==> src/hw/cbwsc_defs.svh <==
`ifndef CBWSC_DEFS_SVH
`define CBWSC_DEFS_SVH

// timing
`define CBWSC_CLK_PERIOD_NS 25
`define CBWSC_IO_GAP_MIN_NS 500
`define CBWSC_IO_GAP_MAX_NS 700
// least time, so round up to whole clocks
`define CBWSC_IO_GAP_CYC \
    ((`CBWSC_IO_GAP_MIN_NS + `CBWSC_CLK_PERIOD_NS - 1) / `CBWSC_CLK_PERIOD_NS)
`define CBWSC_GAP_CNT_W 5

// wait-state figures
`define CBWSC_WAIT_W 3
`define CBWSC_STRETCH_WAITS 3'h2

// register byte offsets
`define CBWSC_ADDR_W 8
`define CBWSC_OFS_CONFIG 8'h00
`define CBWSC_OFS_MGR_PORT 8'h04
`define CBWSC_OFS_STATUS 8'h08
`define CBWSC_OFS_WAIT_COUNT 8'h0C

// config fields
`define CBWSC_CFG_SEL_A 0
`define CBWSC_CFG_SEL_B 1
`define CBWSC_CFG_STRETCH 2
`define CBWSC_CFG_IO_RECOVERY 3
`define CBWSC_CFG_MGR_RESET 4
`define CBWSC_CFG_W 5
`define CBWSC_CFG_RESET 5'h1C

// manager port
`define CBWSC_MGR_W 8
`define CBWSC_MGR_RESET 8'h00

// status fields
`define CBWSC_ST_FETCH_WAITS 0
`define CBWSC_ST_MEM_WAITS 2
`define CBWSC_ST_STATE 4
`define CBWSC_ST_GAP_BUSY 8
`define CBWSC_ST_BUS_RDY 9
`define CBWSC_ST_SYS_RST 10

// axi responses
`define CBWSC_RESP_OKAY 2'h0
`define CBWSC_RESP_DECERR 2'h3

`endif

==> src/hw/cbwsc_pkg.sv <==
package cbwsc_pkg;

    typedef enum logic [1:0] {
        CBWSC_KIND_FETCH,
        CBWSC_KIND_MEM_READ,
        CBWSC_KIND_MEM_WRITE,
        CBWSC_KIND_IO
    } cbwsc_kind_e;

    typedef enum logic [1:0] {
        CBWSC_IDLE,
        CBWSC_GAP,
        CBWSC_WAIT
    } cbwsc_state_e;

endpackage

==> src/hw/cbwsc_gap_if.sv <==
`timescale 1ns/1ps

interface cbwsc_gap_if;
    logic start;
    logic enable;
    logic busy;

    modport master (output start, output enable, input busy);
    modport gap (input start, input enable, output busy);
endinterface

==> src/hw/cbwsc_io_gap.sv <==
`timescale 1ns/1ps
`include "cbwsc_defs.svh"

module cbwsc_io_gap (
    input wire logic clk,
    input wire logic rst_n,
    cbwsc_gap_if.gap gp
);

    localparam logic [`CBWSC_GAP_CNT_W-1:0] GAP_LOAD =
        `CBWSC_GAP_CNT_W'(`CBWSC_IO_GAP_CYC);

    logic [`CBWSC_GAP_CNT_W-1:0] cnt_r;
    logic [`CBWSC_GAP_CNT_W-1:0] cnt_nxt;

    // dropping the option frees a pending gap at once
    always_comb begin
        cnt_nxt = cnt_r;
        if (!gp.enable) begin
            cnt_nxt = '0;
        end else if (gp.start) begin
            cnt_nxt = GAP_LOAD;
        end else if (cnt_r != '0) begin
            cnt_nxt = cnt_r - 1'b1;
        end
    end

    always_ff @(posedge clk or negedge rst_n) begin
        if (!rst_n) begin
            cnt_r <= '0;
        end else begin
            cnt_r <= cnt_nxt;
        end
    end

    assign gp.busy = (cnt_r != '0);

endmodule

==> src/hw/cbwsc_top.sv <==
// Functional notes
// - The two selectors map right/right to 0/0, right/left to 1/0, left/right to 1/1 and left/left to 2/1 fetch/memory waits.
// - Fetch cycles get 0 to 2 waits, set by both selectors, and other memory cycles 0 to 1, set by the first selector alone.
// - With the stretch option on, memory data reads get two extra waits, fetches never do; off, none are added.
// - With the recovery option on, consecutive I/O cycles are kept at least 500 ns apart; off, they run back to back.
// - With the reset option at its default, the manager port clears to zero at power-on and while system reset is active.
`timescale 1ns/1ps
`include "cbwsc_defs.svh"

module cbwsc_top (
    input wire logic REF_CLK,
    input wire logic NRST,
    input wire logic CYC_START,
    input wire logic [1:0] CYC_KIND,
    input wire logic BUS_RDY,
    input wire logic SYS_RESET_N,
    output logic CPU_READY,
    output logic [`CBWSC_MGR_W-1:0] MGR_PORT,
    input wire logic [`CBWSC_ADDR_W-1:0] S_AXI_AWADDR,
    input wire logic S_AXI_AWVALID,
    output logic S_AXI_AWREADY,
    input wire logic [31:0] S_AXI_WDATA,
    input wire logic [3:0] S_AXI_WSTRB,
    input wire logic S_AXI_WVALID,
    output logic S_AXI_WREADY,
    output logic [1:0] S_AXI_BRESP,
    output logic S_AXI_BVALID,
    input wire logic S_AXI_BREADY,
    input wire logic [`CBWSC_ADDR_W-1:0] S_AXI_ARADDR,
    input wire logic S_AXI_ARVALID,
    output logic S_AXI_ARREADY,
    output logic [31:0] S_AXI_RDATA,
    output logic [1:0] S_AXI_RRESP,
    output logic S_AXI_RVALID,
    input wire logic S_AXI_RREADY
);

    // pin synchronisers
    logic bus_rdy_m_r;
    logic bus_rdy_s_r;
    logic sys_rst_m_r;
    logic sys_rst_s_r;

    always_ff @(posedge REF_CLK or negedge NRST) begin
        if (!NRST) begin
            bus_rdy_m_r <= 1'b0;
            bus_rdy_s_r <= 1'b0;
            sys_rst_m_r <= 1'b0;
            sys_rst_s_r <= 1'b0;
        end else begin
            bus_rdy_m_r <= BUS_RDY;
            bus_rdy_s_r <= bus_rdy_m_r;
            sys_rst_m_r <= ~SYS_RESET_N;
            sys_rst_s_r <= sys_rst_m_r;
        end
    end

    // configuration
    logic [`CBWSC_CFG_W-1:0] cfg_r;
    logic [`CBWSC_MGR_W-1:0] mgr_r;
    logic [31:0] wait_count_r;

    wire sel_a = cfg_r[`CBWSC_CFG_SEL_A];
    wire sel_b = cfg_r[`CBWSC_CFG_SEL_B];
    wire stretch_on = cfg_r[`CBWSC_CFG_STRETCH];
    wire io_recovery_on = cfg_r[`CBWSC_CFG_IO_RECOVERY];
    wire mgr_reset_on = cfg_r[`CBWSC_CFG_MGR_RESET];

    // selector set 1 means left, 0 means right
    wire [1:0] fetch_waits = {sel_a & sel_b, sel_a ^ sel_b};
    wire mem_wait = sel_a;

    // waits for the cycle being started
    cbwsc_pkg::cbwsc_kind_e kind_in;
    assign kind_in = cbwsc_pkg::cbwsc_kind_e'(CYC_KIND);

    wire [`CBWSC_WAIT_W-1:0] fetch_w = {1'b0, fetch_waits};
    wire [`CBWSC_WAIT_W-1:0] mem_w = {2'b00, mem_wait};
    wire [`CBWSC_WAIT_W-1:0] stretch_w =
        stretch_on ? `CBWSC_STRETCH_WAITS : '0;
    wire [`CBWSC_WAIT_W-1:0] rd_w = mem_w + stretch_w;

    logic [`CBWSC_WAIT_W-1:0] waits_in;
    always_comb begin
        case (kind_in)
            cbwsc_pkg::CBWSC_KIND_FETCH: waits_in = fetch_w;
            cbwsc_pkg::CBWSC_KIND_MEM_READ: waits_in = rd_w;
            cbwsc_pkg::CBWSC_KIND_MEM_WRITE: waits_in = mem_w;
            default: waits_in = '0;
        endcase
    end

    // cycle sequencer
    cbwsc_gap_if gap_if ();

    cbwsc_io_gap u_gap (
        .clk(REF_CLK),
        .rst_n(NRST),
        .gp(gap_if.gap)
    );

    cbwsc_pkg::cbwsc_state_e state_r;
    cbwsc_pkg::cbwsc_state_e state_nxt;
    logic [`CBWSC_WAIT_W-1:0] cnt_r;
    logic [`CBWSC_WAIT_W-1:0] cnt_nxt;

    wire is_idle = (state_r == cbwsc_pkg::CBWSC_IDLE);
    wire in_wait = (state_r == cbwsc_pkg::CBWSC_WAIT);
    wire in_gap = (state_r == cbwsc_pkg::CBWSC_GAP);
    wire start_io = CYC_START && (kind_in == cbwsc_pkg::CBWSC_KIND_IO);
    wire io_blocked = start_io && gap_if.busy;
    // the last counted wait only ends once the bus itself is ready
    wire last_wait = in_wait && (cnt_r == 3'h1) && bus_rdy_s_r;

    always_comb begin
        state_nxt = state_r;
        cnt_nxt = cnt_r;
        case (state_r)
            cbwsc_pkg::CBWSC_IDLE: begin
                if (CYC_START && io_blocked) begin
                    state_nxt = cbwsc_pkg::CBWSC_GAP;
                end else if (CYC_START && waits_in != '0) begin
                    state_nxt = cbwsc_pkg::CBWSC_WAIT;
                    cnt_nxt = waits_in;
                end
            end
            cbwsc_pkg::CBWSC_GAP: begin
                if (!gap_if.busy) begin
                    state_nxt = cbwsc_pkg::CBWSC_IDLE;
                end
            end
            cbwsc_pkg::CBWSC_WAIT: begin
                if (last_wait) begin
                    state_nxt = cbwsc_pkg::CBWSC_IDLE;
                    cnt_nxt = '0;
                end else if (cnt_r != 3'h1) begin
                    cnt_nxt = cnt_r - 1'b1;
                end
            end
            default: begin
                state_nxt = cbwsc_pkg::CBWSC_IDLE;
                cnt_nxt = '0;
            end
        endcase
    end

    always_ff @(posedge REF_CLK or negedge NRST) begin
        if (!NRST) begin
            state_r <= cbwsc_pkg::CBWSC_IDLE;
            cnt_r <= '0;
        end else begin
            state_r <= state_nxt;
            cnt_r <= cnt_nxt;
        end
    end

    // io cycles carry no waits, so they end on their start edge
    // or on the edge that closes a pending gap
    assign gap_if.start = (is_idle && start_io && !gap_if.busy)
        || (in_gap && !gap_if.busy);
    assign gap_if.enable = io_recovery_on;

    // ready low for one clock per counted wait, and while the bus holds
    assign CPU_READY = is_idle && bus_rdy_s_r;

    // register bus: write side
    logic aw_held_r;
    logic [`CBWSC_ADDR_W-1:0] aw_addr_r;
    logic w_held_r;
    logic [31:0] w_data_r;
    logic [3:0] w_strb_r;
    logic bvalid_r;
    logic [1:0] bresp_r;

    assign S_AXI_AWREADY = !aw_held_r && !bvalid_r;
    assign S_AXI_WREADY = !w_held_r && !bvalid_r;
    assign S_AXI_BVALID = bvalid_r;
    assign S_AXI_BRESP = bresp_r;

    wire do_write = aw_held_r && w_held_r && !bvalid_r;
    wire [`CBWSC_ADDR_W-1:0] wa = {aw_addr_r[`CBWSC_ADDR_W-1:2], 2'b00};
    wire wr_cfg = do_write && (wa == `CBWSC_OFS_CONFIG);
    wire wr_mgr = do_write && (wa == `CBWSC_OFS_MGR_PORT);
    wire wr_cnt = do_write && (wa == `CBWSC_OFS_WAIT_COUNT);
    wire wr_stat = do_write && (wa == `CBWSC_OFS_STATUS);
    wire wr_hit = wr_cfg || wr_mgr || wr_cnt || wr_stat;
    wire lane0 = w_strb_r[0];

    always_ff @(posedge REF_CLK or negedge NRST) begin
        if (!NRST) begin
            aw_held_r <= 1'b0;
            aw_addr_r <= '0;
            w_held_r <= 1'b0;
            w_data_r <= '0;
            w_strb_r <= '0;
        end else begin
            if (S_AXI_AWVALID && S_AXI_AWREADY) begin
                aw_held_r <= 1'b1;
                aw_addr_r <= S_AXI_AWADDR;
            end else if (do_write) begin
                aw_held_r <= 1'b0;
            end
            if (S_AXI_WVALID && S_AXI_WREADY) begin
                w_held_r <= 1'b1;
                w_data_r <= S_AXI_WDATA;
                w_strb_r <= S_AXI_WSTRB;
            end else if (do_write) begin
                w_held_r <= 1'b0;
            end
        end
    end

    always_ff @(posedge REF_CLK or negedge NRST) begin
        if (!NRST) begin
            bvalid_r <= 1'b0;
            bresp_r <= `CBWSC_RESP_OKAY;
        end else if (do_write) begin
            bvalid_r <= 1'b1;
            bresp_r <= wr_hit ? `CBWSC_RESP_OKAY : `CBWSC_RESP_DECERR;
        end else if (S_AXI_BREADY) begin
            bvalid_r <= 1'b0;
        end
    end

    // software-written registers
    always_ff @(posedge REF_CLK or negedge NRST) begin
        if (!NRST) begin
            cfg_r <= `CBWSC_CFG_RESET;
        end else if (wr_cfg && lane0) begin
            cfg_r <= w_data_r[`CBWSC_CFG_W-1:0];
        end
    end

    // power-on clears through NRST; system reset clears only when enabled
    always_ff @(posedge REF_CLK or negedge NRST) begin
        if (!NRST) begin
            mgr_r <= `CBWSC_MGR_RESET;
        end else if (sys_rst_s_r && mgr_reset_on) begin
            mgr_r <= `CBWSC_MGR_RESET;
        end else if (wr_mgr && lane0) begin
            mgr_r <= w_data_r[`CBWSC_MGR_W-1:0];
        end
    end

    assign MGR_PORT = mgr_r;

    // wait clocks counted; a wait in the clearing cycle still counts
    always_ff @(posedge REF_CLK or negedge NRST) begin
        if (!NRST) begin
            wait_count_r <= '0;
        end else if (wr_cnt) begin
            wait_count_r <= {31'h0, in_wait};
        end else if (in_wait && wait_count_r != 32'hFFFFFFFF) begin
            wait_count_r <= wait_count_r + 32'h1;
        end
    end

    // register bus: read side
    logic rvalid_r;
    logic [31:0] rdata_r;
    logic [1:0] rresp_r;

    wire [`CBWSC_ADDR_W-1:0] ra = {S_AXI_ARADDR[`CBWSC_ADDR_W-1:2], 2'b00};
    wire rd_cfg = (ra == `CBWSC_OFS_CONFIG);
    wire rd_mgr = (ra == `CBWSC_OFS_MGR_PORT);
    wire rd_stat = (ra == `CBWSC_OFS_STATUS);
    wire rd_cnt = (ra == `CBWSC_OFS_WAIT_COUNT);
    wire rd_hit = rd_cfg || rd_mgr || rd_stat || rd_cnt;

    logic [31:0] status_word;
    always_comb begin
        status_word = '0;
        status_word[`CBWSC_ST_FETCH_WAITS +: 2] = fetch_waits;
        status_word[`CBWSC_ST_MEM_WAITS] = mem_wait;
        status_word[`CBWSC_ST_STATE +: 2] = state_r;
        status_word[`CBWSC_ST_GAP_BUSY] = gap_if.busy;
        status_word[`CBWSC_ST_BUS_RDY] = bus_rdy_s_r;
        status_word[`CBWSC_ST_SYS_RST] = sys_rst_s_r;
    end

    wire [31:0] rd_mux =
        rd_cfg ? {27'h0, cfg_r} :
        rd_mgr ? {24'h0, mgr_r} :
        rd_stat ? status_word :
        rd_cnt ? wait_count_r : 32'h0;

    assign S_AXI_ARREADY = !rvalid_r;
    assign S_AXI_RVALID = rvalid_r;
    assign S_AXI_RDATA = rdata_r;
    assign S_AXI_RRESP = rresp_r;

    always_ff @(posedge REF_CLK or negedge NRST) begin
        if (!NRST) begin
            rvalid_r <= 1'b0;
            rdata_r <= '0;
            rresp_r <= `CBWSC_RESP_OKAY;
        end else if (S_AXI_ARVALID && S_AXI_ARREADY) begin
            rvalid_r <= 1'b1;
            rdata_r <= rd_mux;
            rresp_r <= rd_hit ? `CBWSC_RESP_OKAY : `CBWSC_RESP_DECERR;
        end else if (S_AXI_RREADY) begin
            rvalid_r <= 1'b0;
        end
    end

endmodule

==> config.mk <==
export PLATFORM = sky130hd
export DESIGN_NAME = cbwsc_top
export DESIGN_NICKNAME = d
export VERILOG_FILES = /design/src/hw/cbwsc_pkg.sv /design/src/hw/cbwsc_gap_if.sv /design/src/hw/cbwsc_io_gap.sv /design/src/hw/cbwsc_top.sv
export VERILOG_INCLUDE_DIRS = /design/src /design/src/hw
export SDC_FILE = /design/constraint.sdc
export NUM_CORES = 1
export LEC_CHECK = 0
export BUFFER_PORTS_ARGS = -buffer_cell sky130_fd_sc_hd__buf_2
export CORE_UTILIZATION = 40
export DETAILED_ROUTE_END_ITERATION = 10
export GPL_TIMING_DRIVEN = 0
export SYNTH_ARGS = -nofsm -noshare
export SYNTH_HDL_FRONTEND = slang
export SYNTH_SLANG_ARGS = --single-unit
==> constraint.sdc <==
create_clock -name REF_CLK -period 2.33 [get_ports REF_CLK]
set_input_delay 0.233 -clock REF_CLK [delete_from_list [all_inputs] [get_ports REF_CLK]]
set_output_delay 0.233 -clock REF_CLK [all_outputs]
set_load 0.01 [all_outputs]
==> Word level (Yosys, flattened, before mapping) <==
Index checks and enable logic that the tools add are counted.
{ "op_classes": {"add_sub_neg": 4, "eq_ne": 21, "mux": 32, "bitwise_logic": 4, "reduce_logical": 51} }
{ "ops": {"columns": ["op", "n"], "rows": [
  ["2-to-1 mux 32 bit", 6],
  ["adder 32 x 1 -> 32 bit, second input constant", 1],
  ["!= test 32 bit, second input constant", 1],
  ["logical AND 1 bit", 25],
  ["equality test 6 x 2 -> 1 bit, second input constant", 4],
  ["one-hot mux 3 bit (3 select lines)", 2],
  ["logical NOT 8 bit", 2],
  ["2-to-1 mux 8 bit", 2],
  ["2-to-1 mux 5 bit", 3],
  ["2-to-1 mux 2 bit", 7],
  ["equality test 6 x 1 -> 1 bit, second input constant", 2],
  ["2-to-1 mux 3 bit", 4],
  ["!= test 3 x 1 -> 1 bit, second input constant", 4],
  ["nonzero test 2 bit", 6],
  ["logical OR 1 bit", 7],
  ["2-to-1 mux 1 bit", 7],
  ["equality test 2 bit, second input constant", 3],
  ["one-hot mux 2 bit (3 select lines)", 1],
  ["logical NOT 1 bit", 5],
  ["nonzero test 5 bit", 1],
  ["subtractor 5 x 1 -> 5 bit, second input constant", 1],
  ["equality test 2 x 1 -> 1 bit, second input constant", 2],
  ["logical NOT 2 bit", 2],
  ["!= test 2 x 1 -> 1 bit, second input constant", 2],
  ["other kinds (10)", 12]
]} }
{ "word_totals": {"register_bits": 116, "inputBits": 64, "out_inout_bits": 50} }

==> Longest topological paths before layout <==
Gate-level depths: netlist of run 1.
{ "depth": {"ltp_word": 8, "mapped_depth": 7, "mapped_depth_nobuf": 7} }

==> Modules after synthesis <==
From an unflattened synthesis of run 1, not the netlist that was laid out.
{ "hier_totals": {"cells_unflattened": 471, "hier_area_um2": 5235.0} }
{ "modules_own_cells": {"columns": ["module", "n_inst", "cells_each", "area_each_um2", "seq_area_each_um2"], "rows": [
  ["cbwsc_top", 1, 445, 4971.0, 2681.3],
  ["cbwsc_io_gap", 1, 26, 264.0, 125.1]
]} }

==> Least setup slack after synthesis of run 1 <==
Ideal clock, no wire load.
{ "synth_timing": {"kind": "register to register", "from": "register wait_count_r[0]", "to": "register wait_count_r[26]", "setup_ps": 77, "arrival_time_ps": 1995, "path_slack_ps": 257, "path_stages_with_launch": 8, "path_buffers": 1, "cell_sequence": "dfrtp_1 -> ha_1 -> and3_2 -> nand4_4 -> or4b_1 -> buf_2 -> or3_1 -> a21oi_1"} }
{ "synth_via": {"elab_chain_cells": 3, "elab_cells_between_ends": 6, "classes_between": "1 x add/sub; 1 x eq/ne; 2 x mux; 2 x reduce/logical"} }
{ "synth_rtl": {"columns": ["element", "line_no", "text"], "rows": [
  ["start: declaration", "cbwsc_top.sv:61", "logic [31:0] wait_count_r;"],
  ["start signal: assignment", "cbwsc_top.sv:252", "wait_count_r <= {31'h0, in_wait};"],
  ["start signal: assignment", "cbwsc_top.sv:254", "wait_count_r <= wait_count_r + 32'h1;"],
  ["adder 32 x 1 -> 32 bit or != test 32 bit (tied branches)", "cbwsc_top.sv:254, cbwsc_top.sv:253", null],
  ["2-to-1 mux 32 bit or logical AND 1 bit (tied branches)", "cbwsc_top.sv:253", "end else if (in_wait && wait_count_r != 32'hFFFFFFFF) begin"],
  ["2-to-1 mux 32 bit or nonzero test 2 bit (tied branches)", null, null]
]} }
Parallel ways exist; a longest one is shown, timed or not. The select of a mux whose other input is x is not followed.
A chain may end at the register's enable or synchronous reset.

==> Worst setup path in the final report of run 1 <==
{ "layout_timing": {"from": "register wait_count_r[12]", "to": "register wait_count_r[0]"} }
{ "layout_via": {"elab_chain_cells": 3} }
{ "layout_rtl": {"columns": ["element", "line_no"], "rows": [
  ["!= test 32 bit", "cbwsc_top.sv:253"],
  ["logical AND 1 bit", "cbwsc_top.sv:253"],
  ["nonzero test 2 bit (no source line)", null]
]} }
No other way between the ends.

==> qor.txt, run 1 <==
Clock power frac: 26.6%
Synth top cells by count: dfrtp_1 (109), a22o_1 (36), nand2_1 (34)
Die H: 116 µm
HP Start: S_AXI_RREADY
RSZ-0062 raised after global routing: no
asr flop ratio synth: 100%
placed insts: 717
grt met2 use: 30.2%
R2R Setup Slk: 0.11 ns
CTS max path bufs: 2
post-layout minimum cycle time: 2.22 ns
Routed WL per cell: 16.1 µm
vias per inst: 5.40
RR Endpoint: wait_count_r[0]$_DFFE_PN0P_
via count: 3,995
fraction of layout cells with a size suffix above 1: 28.7%
fmax: 451 MHz
Die X-Extent: 116 µm
Skew-Pair Late Insertion Delay: 0.36 ns
number of diodes: 0
hold path depth: 2
worst r2r src: wait_count_r[12]$_DFFE_PN0P_
Post-Syn Instances: 463
XOR/XNOR Fraction of Synth Area: 2.84%
H-tree levels: 3
drt initial violations: 191
R2R depth: 7
TritonRoute pass-1 iters: 4
area grow syn2layout: 19.2%
top-count cell post-synth: dfrtp_1
PD cells: 861 nW/µm²
Final Power: 5.38 mW
Hold EP: S_AXI_RVALID$_DFFE_PN0P_
Synth Area in Adders: 1.19%
Slew headroom: 56.2%
clock-pin slew on the worst setup and hold paths: 0.08 ns
GPL Wtd Cong: 0.823
Yosys warning count: 0
Reg power frac: 48.9%
initial core utilization: 41.2%
Port Buffers: 81
DRT antenna net count: 0
crit-path cells: buf_4, nand4_1, or3_1, o31ai_2, buf_2, o22ai_1, a31o_2
largest net degree at the start of global routing: 65
Layout Skew: 0.0108 ns
Final Util: 49.1%
CP max stage delay: 0.53 ns
CTS sink count: 112
crit path launch: wait_count_r[12]$_DFFE_PN0P_
io pins: 114
largest area contributor in the netlist: dfrtp_1
CTS tree: done
met3 GRT Util: 3.27%
post-route DRC violation count: 0
Primary FF master, synth: dfrtp_1
post-synth top area share: 52.0%
Tot GR Track Use: 19.1%
Hold Crit Class: in2reg
nets@finish: 632
Hold Vio Cnt, Final: 0
Synth Area in Simple Gates: 15.8%
number of global-route vias before repair: 3,825
EDFF count, synth: 0
Routed WL: 11,900 µm
combinational share of power: 24.6%
Synth area leaders: dfrtp_1 (52%), a22o_1 (6.0%), mux2_2 (4.7%)
initial antenna violation count: 0
Max Transition Viols Final: 0
Yosys cell types: 65
multi-input logic area: 2280 µm²
Req. time, crit path: 2.57 ns
grt ovf: 0
Mapped Area: 5240 µm²
Leak: 2.93 nW
Worst Path Buf+Inv: 2
Seq/Total Area, Yosys: 53.5%
ratio of final minimum period to clock period: 95.2%
GR peak layer: met2
Worst setup EP type: flip-flop
VDD IR-drop max: 506 µV
first-pass GRT wire length: 19,500 µm
FF+latch area: 2810 µm²
Finish-stage setup viols: 0
fill cell count: 1,200
cts bufs inserted: 9
Int Pwr: 3.72 mW
switching power total: 1.66 mW
Synth Area in Compound Gates: 15.0%
Synthesized Nets: 532
largest family of logic cells by synthesized area: simple AND/OR/NAND/NOR gates
critical-path maximum fanout: 10
core area: 12,700 µm²
Site Rows: 41
final cell count without fillers: 740
outcome: finished clean
Top delay family on crit path: simple AND/OR/NAND/NOR gates
met1 global-route usage: 26.0%
worst slew pin tran: 0.657 ns
Max Cap Viol: 0
kind of critical path: reg2reg
type of origin of the critical path: flip-flop
root buffer cell: clkbuf_16
hpwl dp: 8590 µm
Die ar.: 13,600 µm²
CP max stage cell: or3_1
Mean Syn Cell Area: 11.3 µm²
mux cell area share after synthesis: 8.24%
Worst Path Arrival: 2.46 ns
FF+latch count, synth: 112
Net Sw Frac: 30.9%
[logic make-up after synthesis]
group           count (synthesis)
compound gates                109
xor+xnor                       17
fa+ha+maj                       5
buf+inv                        36
flops                         112
mux                            35
simple gates                  149
[per-stage QoR]
step / setup slack [ns] / hold slack [ns] / instance area, µm² / setup TNS, ns
4_1_cts: 0.00577 / 0.0379 / 6190 / 0
5_1_grt: 0.0102 / 0.0527 / 6250 / 0
6_report: 0.112 / 0.0506 / 6250 / 0
3_5_place_dp: -0.0310 / 0.210 / 5900 / -0.0447
3_3_place_gp: -0.338 / 0.334 / 5860 / -35.98
2_1_floorplan: 0.257 / -0.0626 / 5240 / 0
[layer usage]
| layer | up-vias | routed length (µm) |
|---|---|---|
| met1 | 1952 | 5570 |
| met3 | 16 | 448 |
| met2 | 104 | 5630 |
| li1 | 1923 | - |
| met4 | 0 | 239 |
| met5 | - | 0 |
[cells in the final DEF (no fill, tap or decap), drive strengths merged, types with 3 or more instances in the layout]
| cell | synthesis | routed |
|---|---|---|
| dfrtp | 109 | 109 |
| buf | 10 | 97 |
| a22o | 36 | 36 |
| nand2 | 34 | 34 |
| nor2 | 32 | 32 |
| clkbuf | 15 | 24 |
| o21ai | 23 | 23 |
| mux2 | 22 | 22 |
| a21oi | 15 | 15 |
| xnor2 | 14 | 14 |
| nand3 | 14 | 14 |
| inv | 11 | 12 |
| or3 | 12 | 12 |
| mux2i | 9 | 9 |
| and4 | 8 | 8 |
| and2 | 7 | 7 |
| nand4 | 7 | 7 |
| and3 | 7 | 7 |
| nor3 | 6 | 6 |
| ha | 5 | 5 |
| nand3b | 4 | 4 |
| a2111oi | 4 | 4 |
| a31oi | 4 | 4 |
| clkinv | 0 | 4 |
| nor2b | 4 | 4 |
| mux4 | 4 | 4 |
| or4 | 3 | 3 |
| xor2 | 3 | 3 |
| nor4 | 3 | 3 |
| a211oi | 3 | 3 |
| dfstp | 3 | 3 |
| dlygate4sd3 | 0 | 3 |
[repair_timing]
action	4_1_cts	5_1_grt
gates cloned	0	0
setup buffers	0	5
resized for setup	1	6
hold endpoints to repair	50	0
hold buffers	3	0
pin swaps	0	2
endpoints found under the setup margin	3	21
[worst register-to-register path: stages (launching register included)]
cell and delay, ns:
dfrtp_1 0.32, buf_4 0.14, nand4_1 0.21, or3_1 0.53
o31ai_2 0.33, buf_2 0.26, o22ai_1 0.10, a31o_2 0.22
[power by group through the flow]
stage               combinational [mW]  clock (mW)  sequential (mW)
global route                      1.49        1.56             2.68
floorplan                        0.902           0             2.58
CTS                               1.28        1.48             2.63
finish                            1.32        1.43             2.63
global placement                  1.23           0             2.65
detailed placement                1.27           0             2.67
[final cells by class]
class	instances	area share, %
clock buffer	10	3.66
tap	172	3.44
inverter	11	0.661
sequential	112	45.0
clock inverter	6	0.581
buffer	24	2.16
timing repair buffer	90	8.11
multi-input combinational	315	36.4
[worst max-delay path by stage]
stage                                   end  depth (start not counted)  slack [ns]
4_1_cts         wait_count_r[0]$_DFFE_PN0P_                          7       0.006
5_1_grt        wait_count_r[30]$_DFFE_PN0P_                          7        0.01
3_3_place_gp          aw_held_r$_DFFE_PN0P_                          1       -0.34
2_1_floorplan  wait_count_r[26]$_DFFE_PN0P_                          7        0.26
6_report        wait_count_r[0]$_DFFE_PN0P_                          7        0.11
3_5_place_dp           cnt_r[2]$_DFFE_PN0P_                          7       -0.03
[sequential cells by signal, summed over array words and instances, names as in the netlist]
register,count
S_AXI_RVALID,1
w_strb_r,1
cfg_r,5
S_AXI_BVALID,1
w_held_r,1
S_AXI_RDATA,32
MGR_PORT,8
S_AXI_BRESP,1
aw_addr_r,6
bus_rdy_s_r,1
state_r,2
aw_held_r,1
sys_rst_s_r,1
w_data_r,8
sys_rst_m_r,1
wait_count_r,32
bus_rdy_m_r,1
u_gap.cnt_r,5
cnt_r,3
S_AXI_RRESP,1
(Power assumes the default switching activity.)
==> run 2, diff against run 1 <==
--- a/config.mk
+++ b/config.mk
@@ -7,9 +7,11 @@
 export NUM_CORES = 1
 export LEC_CHECK = 0
 export BUFFER_PORTS_ARGS = -buffer_cell sky130_fd_sc_hd__buf_2
-export CORE_UTILIZATION = 40
+export CORE_ASPECT_RATIO = 1.2
+export CORE_UTILIZATION = 54
 export DETAILED_ROUTE_END_ITERATION = 10
 export GPL_TIMING_DRIVEN = 0
+export PLACE_DENSITY = 0.79
 export SYNTH_ARGS = -nofsm -noshare
 export SYNTH_HDL_FRONTEND = slang
 export SYNTH_SLANG_ARGS = --single-unit
==> run 2 against run 1 <==
Hold slack worse by 0.0029 ns. Maximum frequency down 1.2%. Non-clock buffer count down 2. Sequential share of layout area up 0.34 points. Clock skew down 0.0020 ns. Final cell count down 6.9%. Register-to-register slack worse by 0.03 ns.
==> qor.txt, run 2 (same netlist as run 1, synthesis figures left out) <==
H-tree levels: 3
Net Sw Frac: 30.4%
vias per inst: 5.90
Hold Crit Class: in2reg
Routed WL: 11,600 µm
Placed Area: 5830 µm²
Worst Path Arrival: 2.52 ns
CP max stage cell: or4b_1
Slew headroom: 58.8%
Int Pwr: 3.85 mW
Max Cap Viol: 0
Routed WL per cell: 16.9 µm
Skew-Pair Late Insertion Delay: 0.36 ns
most common cell after layout, fill and taps aside: dfrtp_1
Die H: 110 µm
core area: 9470 µm²
Finish-stage setup viols: 0
CTS sink count: 112
TritonRoute pass-1 iters: 5
R2R depth: 7
dpl ws: -0.00145 ns
number of diodes: 0
Reg power frac: 47.3%
first-pass GRT wire length: 19,400 µm
Site Rows: 39
Die X-Extent: 91.9 µm
ratio of final minimum period to clock period: 96.3%
RSZ-0062 raised after global routing: yes
largest net degree at the start of global routing: 75
number of global-route vias before repair: 3,983
final setup TNS: 0 ns
initial core utilization: 55.4%
fraction of layout cells with a size suffix above 1: 28.3%
Hold Vio Cnt, Final: 0
crit-path cells: ha_2, and3_4, nand4_4, or4b_1, buf_2, or3_1, a21oi_1
Worst Path Buf+Inv: 1
initial antenna violation count: 0
combinational share of power: 24.1%
Max Transition Viols Final: 0
PD cells: 893 nW/µm²
Port Buffers: 81
type of origin of the critical path: flip-flop
io pins: 114
Clock power frac: 28.5%
fill cell count: 740
Layout Skew: 0.00882 ns
outcome: finished clean
fmax: 445 MHz
Top delay family on crit path: simple AND/OR/NAND/NOR gates
switching power total: 1.68 mW
post-route DRC violation count: 0
VDD IR-drop max: 639 µV
Tot GR Track Use: 24.8%
CP max stage delay: 0.54 ns
GPL Wtd Cong: 0.943
Leak: 2.94 nW
hold path depth: 2
root buffer cell: clkbuf_16
grt ovf: 0
worst setup margin: 0.0852 ns
kind of critical path: reg2reg
CP Depth: 7
Die ar.: 10,100 µm²
hpwl dp: 8290 µm
most frequent cells in the layout: dfrtp_1 (108), buf_2 (83), a22o_1 (36)
CTS tree: done
Req. time, crit path: 2.61 ns
DRT antenna net count: 0
clock-pin slew on the worst setup and hold paths: 0.07 ns
critical-path maximum fanout: 7
area grow syn2layout: 18.3%
CTS max path bufs: 2
post-layout minimum cycle time: 2.24 ns
Final Instance Area: 6200 µm²
cts bufs inserted: 9
nets@finish: 630
via count: 4,062
Worst setup EP type: flip-flop
worst slew pin tran: 0.608 ns
drt initial violations: 190
-- run 2: path summary, 6_finish.rpt --
path | start | endpoint | slack (ns)
max in group asynchronous | NRST | cfg_r[4]$_DFFE_PN1P_ | 1.20
min reg2reg | sys_rst_m_r$_DFF_PN0_ | sys_rst_s_r$_DFF_PN0_ | 0.36
max | wait_count_r[0]$_DFFE_PN0P_ | wait_count_r[30]$_DFFE_PN0P_ | 0.09
min | S_AXI_BREADY | S_AXI_BVALID$_DFFE_PN0P_ | 0.05
min in group asynchronous | NRST | S_AXI_RDATA[28]$_DFFE_PN0P_ | 0.39
max reg2reg | wait_count_r[0]$_DFFE_PN0P_ | wait_count_r[30]$_DFFE_PN0P_ | 0.09
-- run 2: layout make-up --
class	count	area (µm²)	area share [%]
clock inverter	6	67.6	1.09
sequential	112	2810	45.3
buffer	25	140	2.26
multi-input combinational	315	2270	36.6
clock buffer	10	239	3.86
inverter	11	41.3	0.666
tap	123	154	2.48
timing repair buffer	87	480	7.75
-- run 2: per-layer routing --
layer / global-route usage, % / wire [µm]
met5: 0 / 0
met1: 31.4 / 4960
met2: 42.3 / 5960
met4: 8.48 / 214
met3: 5.74 / 489
-- run 2: power groups by stage --
stage                     logic [mW]  registers (mW)  clock network, mW
after global routing            1.48            2.66               1.70
after global placement          1.22            2.64                  0
final                           1.34            2.62               1.58
after floorplan                0.902            2.58                  0
after detailed placement        1.27            2.66                  0
after CTS                       1.29            2.63               1.61
-- run 2: what timing repair did --
action | in CTS | in global routing
endpoints found under the setup margin | 4 | 19
gates resized for setup | 2 | 5
endpoints found under the hold margin | 38 | 0
setup buffers | 0 | 2
hold buffers | 3 | 0
-- run 2: through the flow --
step | power (mW) | hold WS [ns] | utilization, % | std cells
after floorplan | 3.48 | -0.0626 | - | 463
after global placement | 3.85 | 0.332 | 61.3 | 667
after detailed placement | 3.94 | 0.239 | 61.6 | 668
after CTS | 5.53 | 0.0454 | 65.2 | 687
after global routing | 5.84 | 0.0617 | 65.5 | 689
final | 5.53 | 0.0477 | 65.5 | 689
-- run 2: worst reg2reg max path, delay by kind of cell, from the launching register on --
kind                     cells  cell delay (ns)
AO/OA/AOI/OAI                1             0.16
AND/OR/NAND/NOR              4             1.23
flip-flops                   1             0.40
buffers and inverters        1             0.18
adder cells (fa/ha/maj)      1             0.22
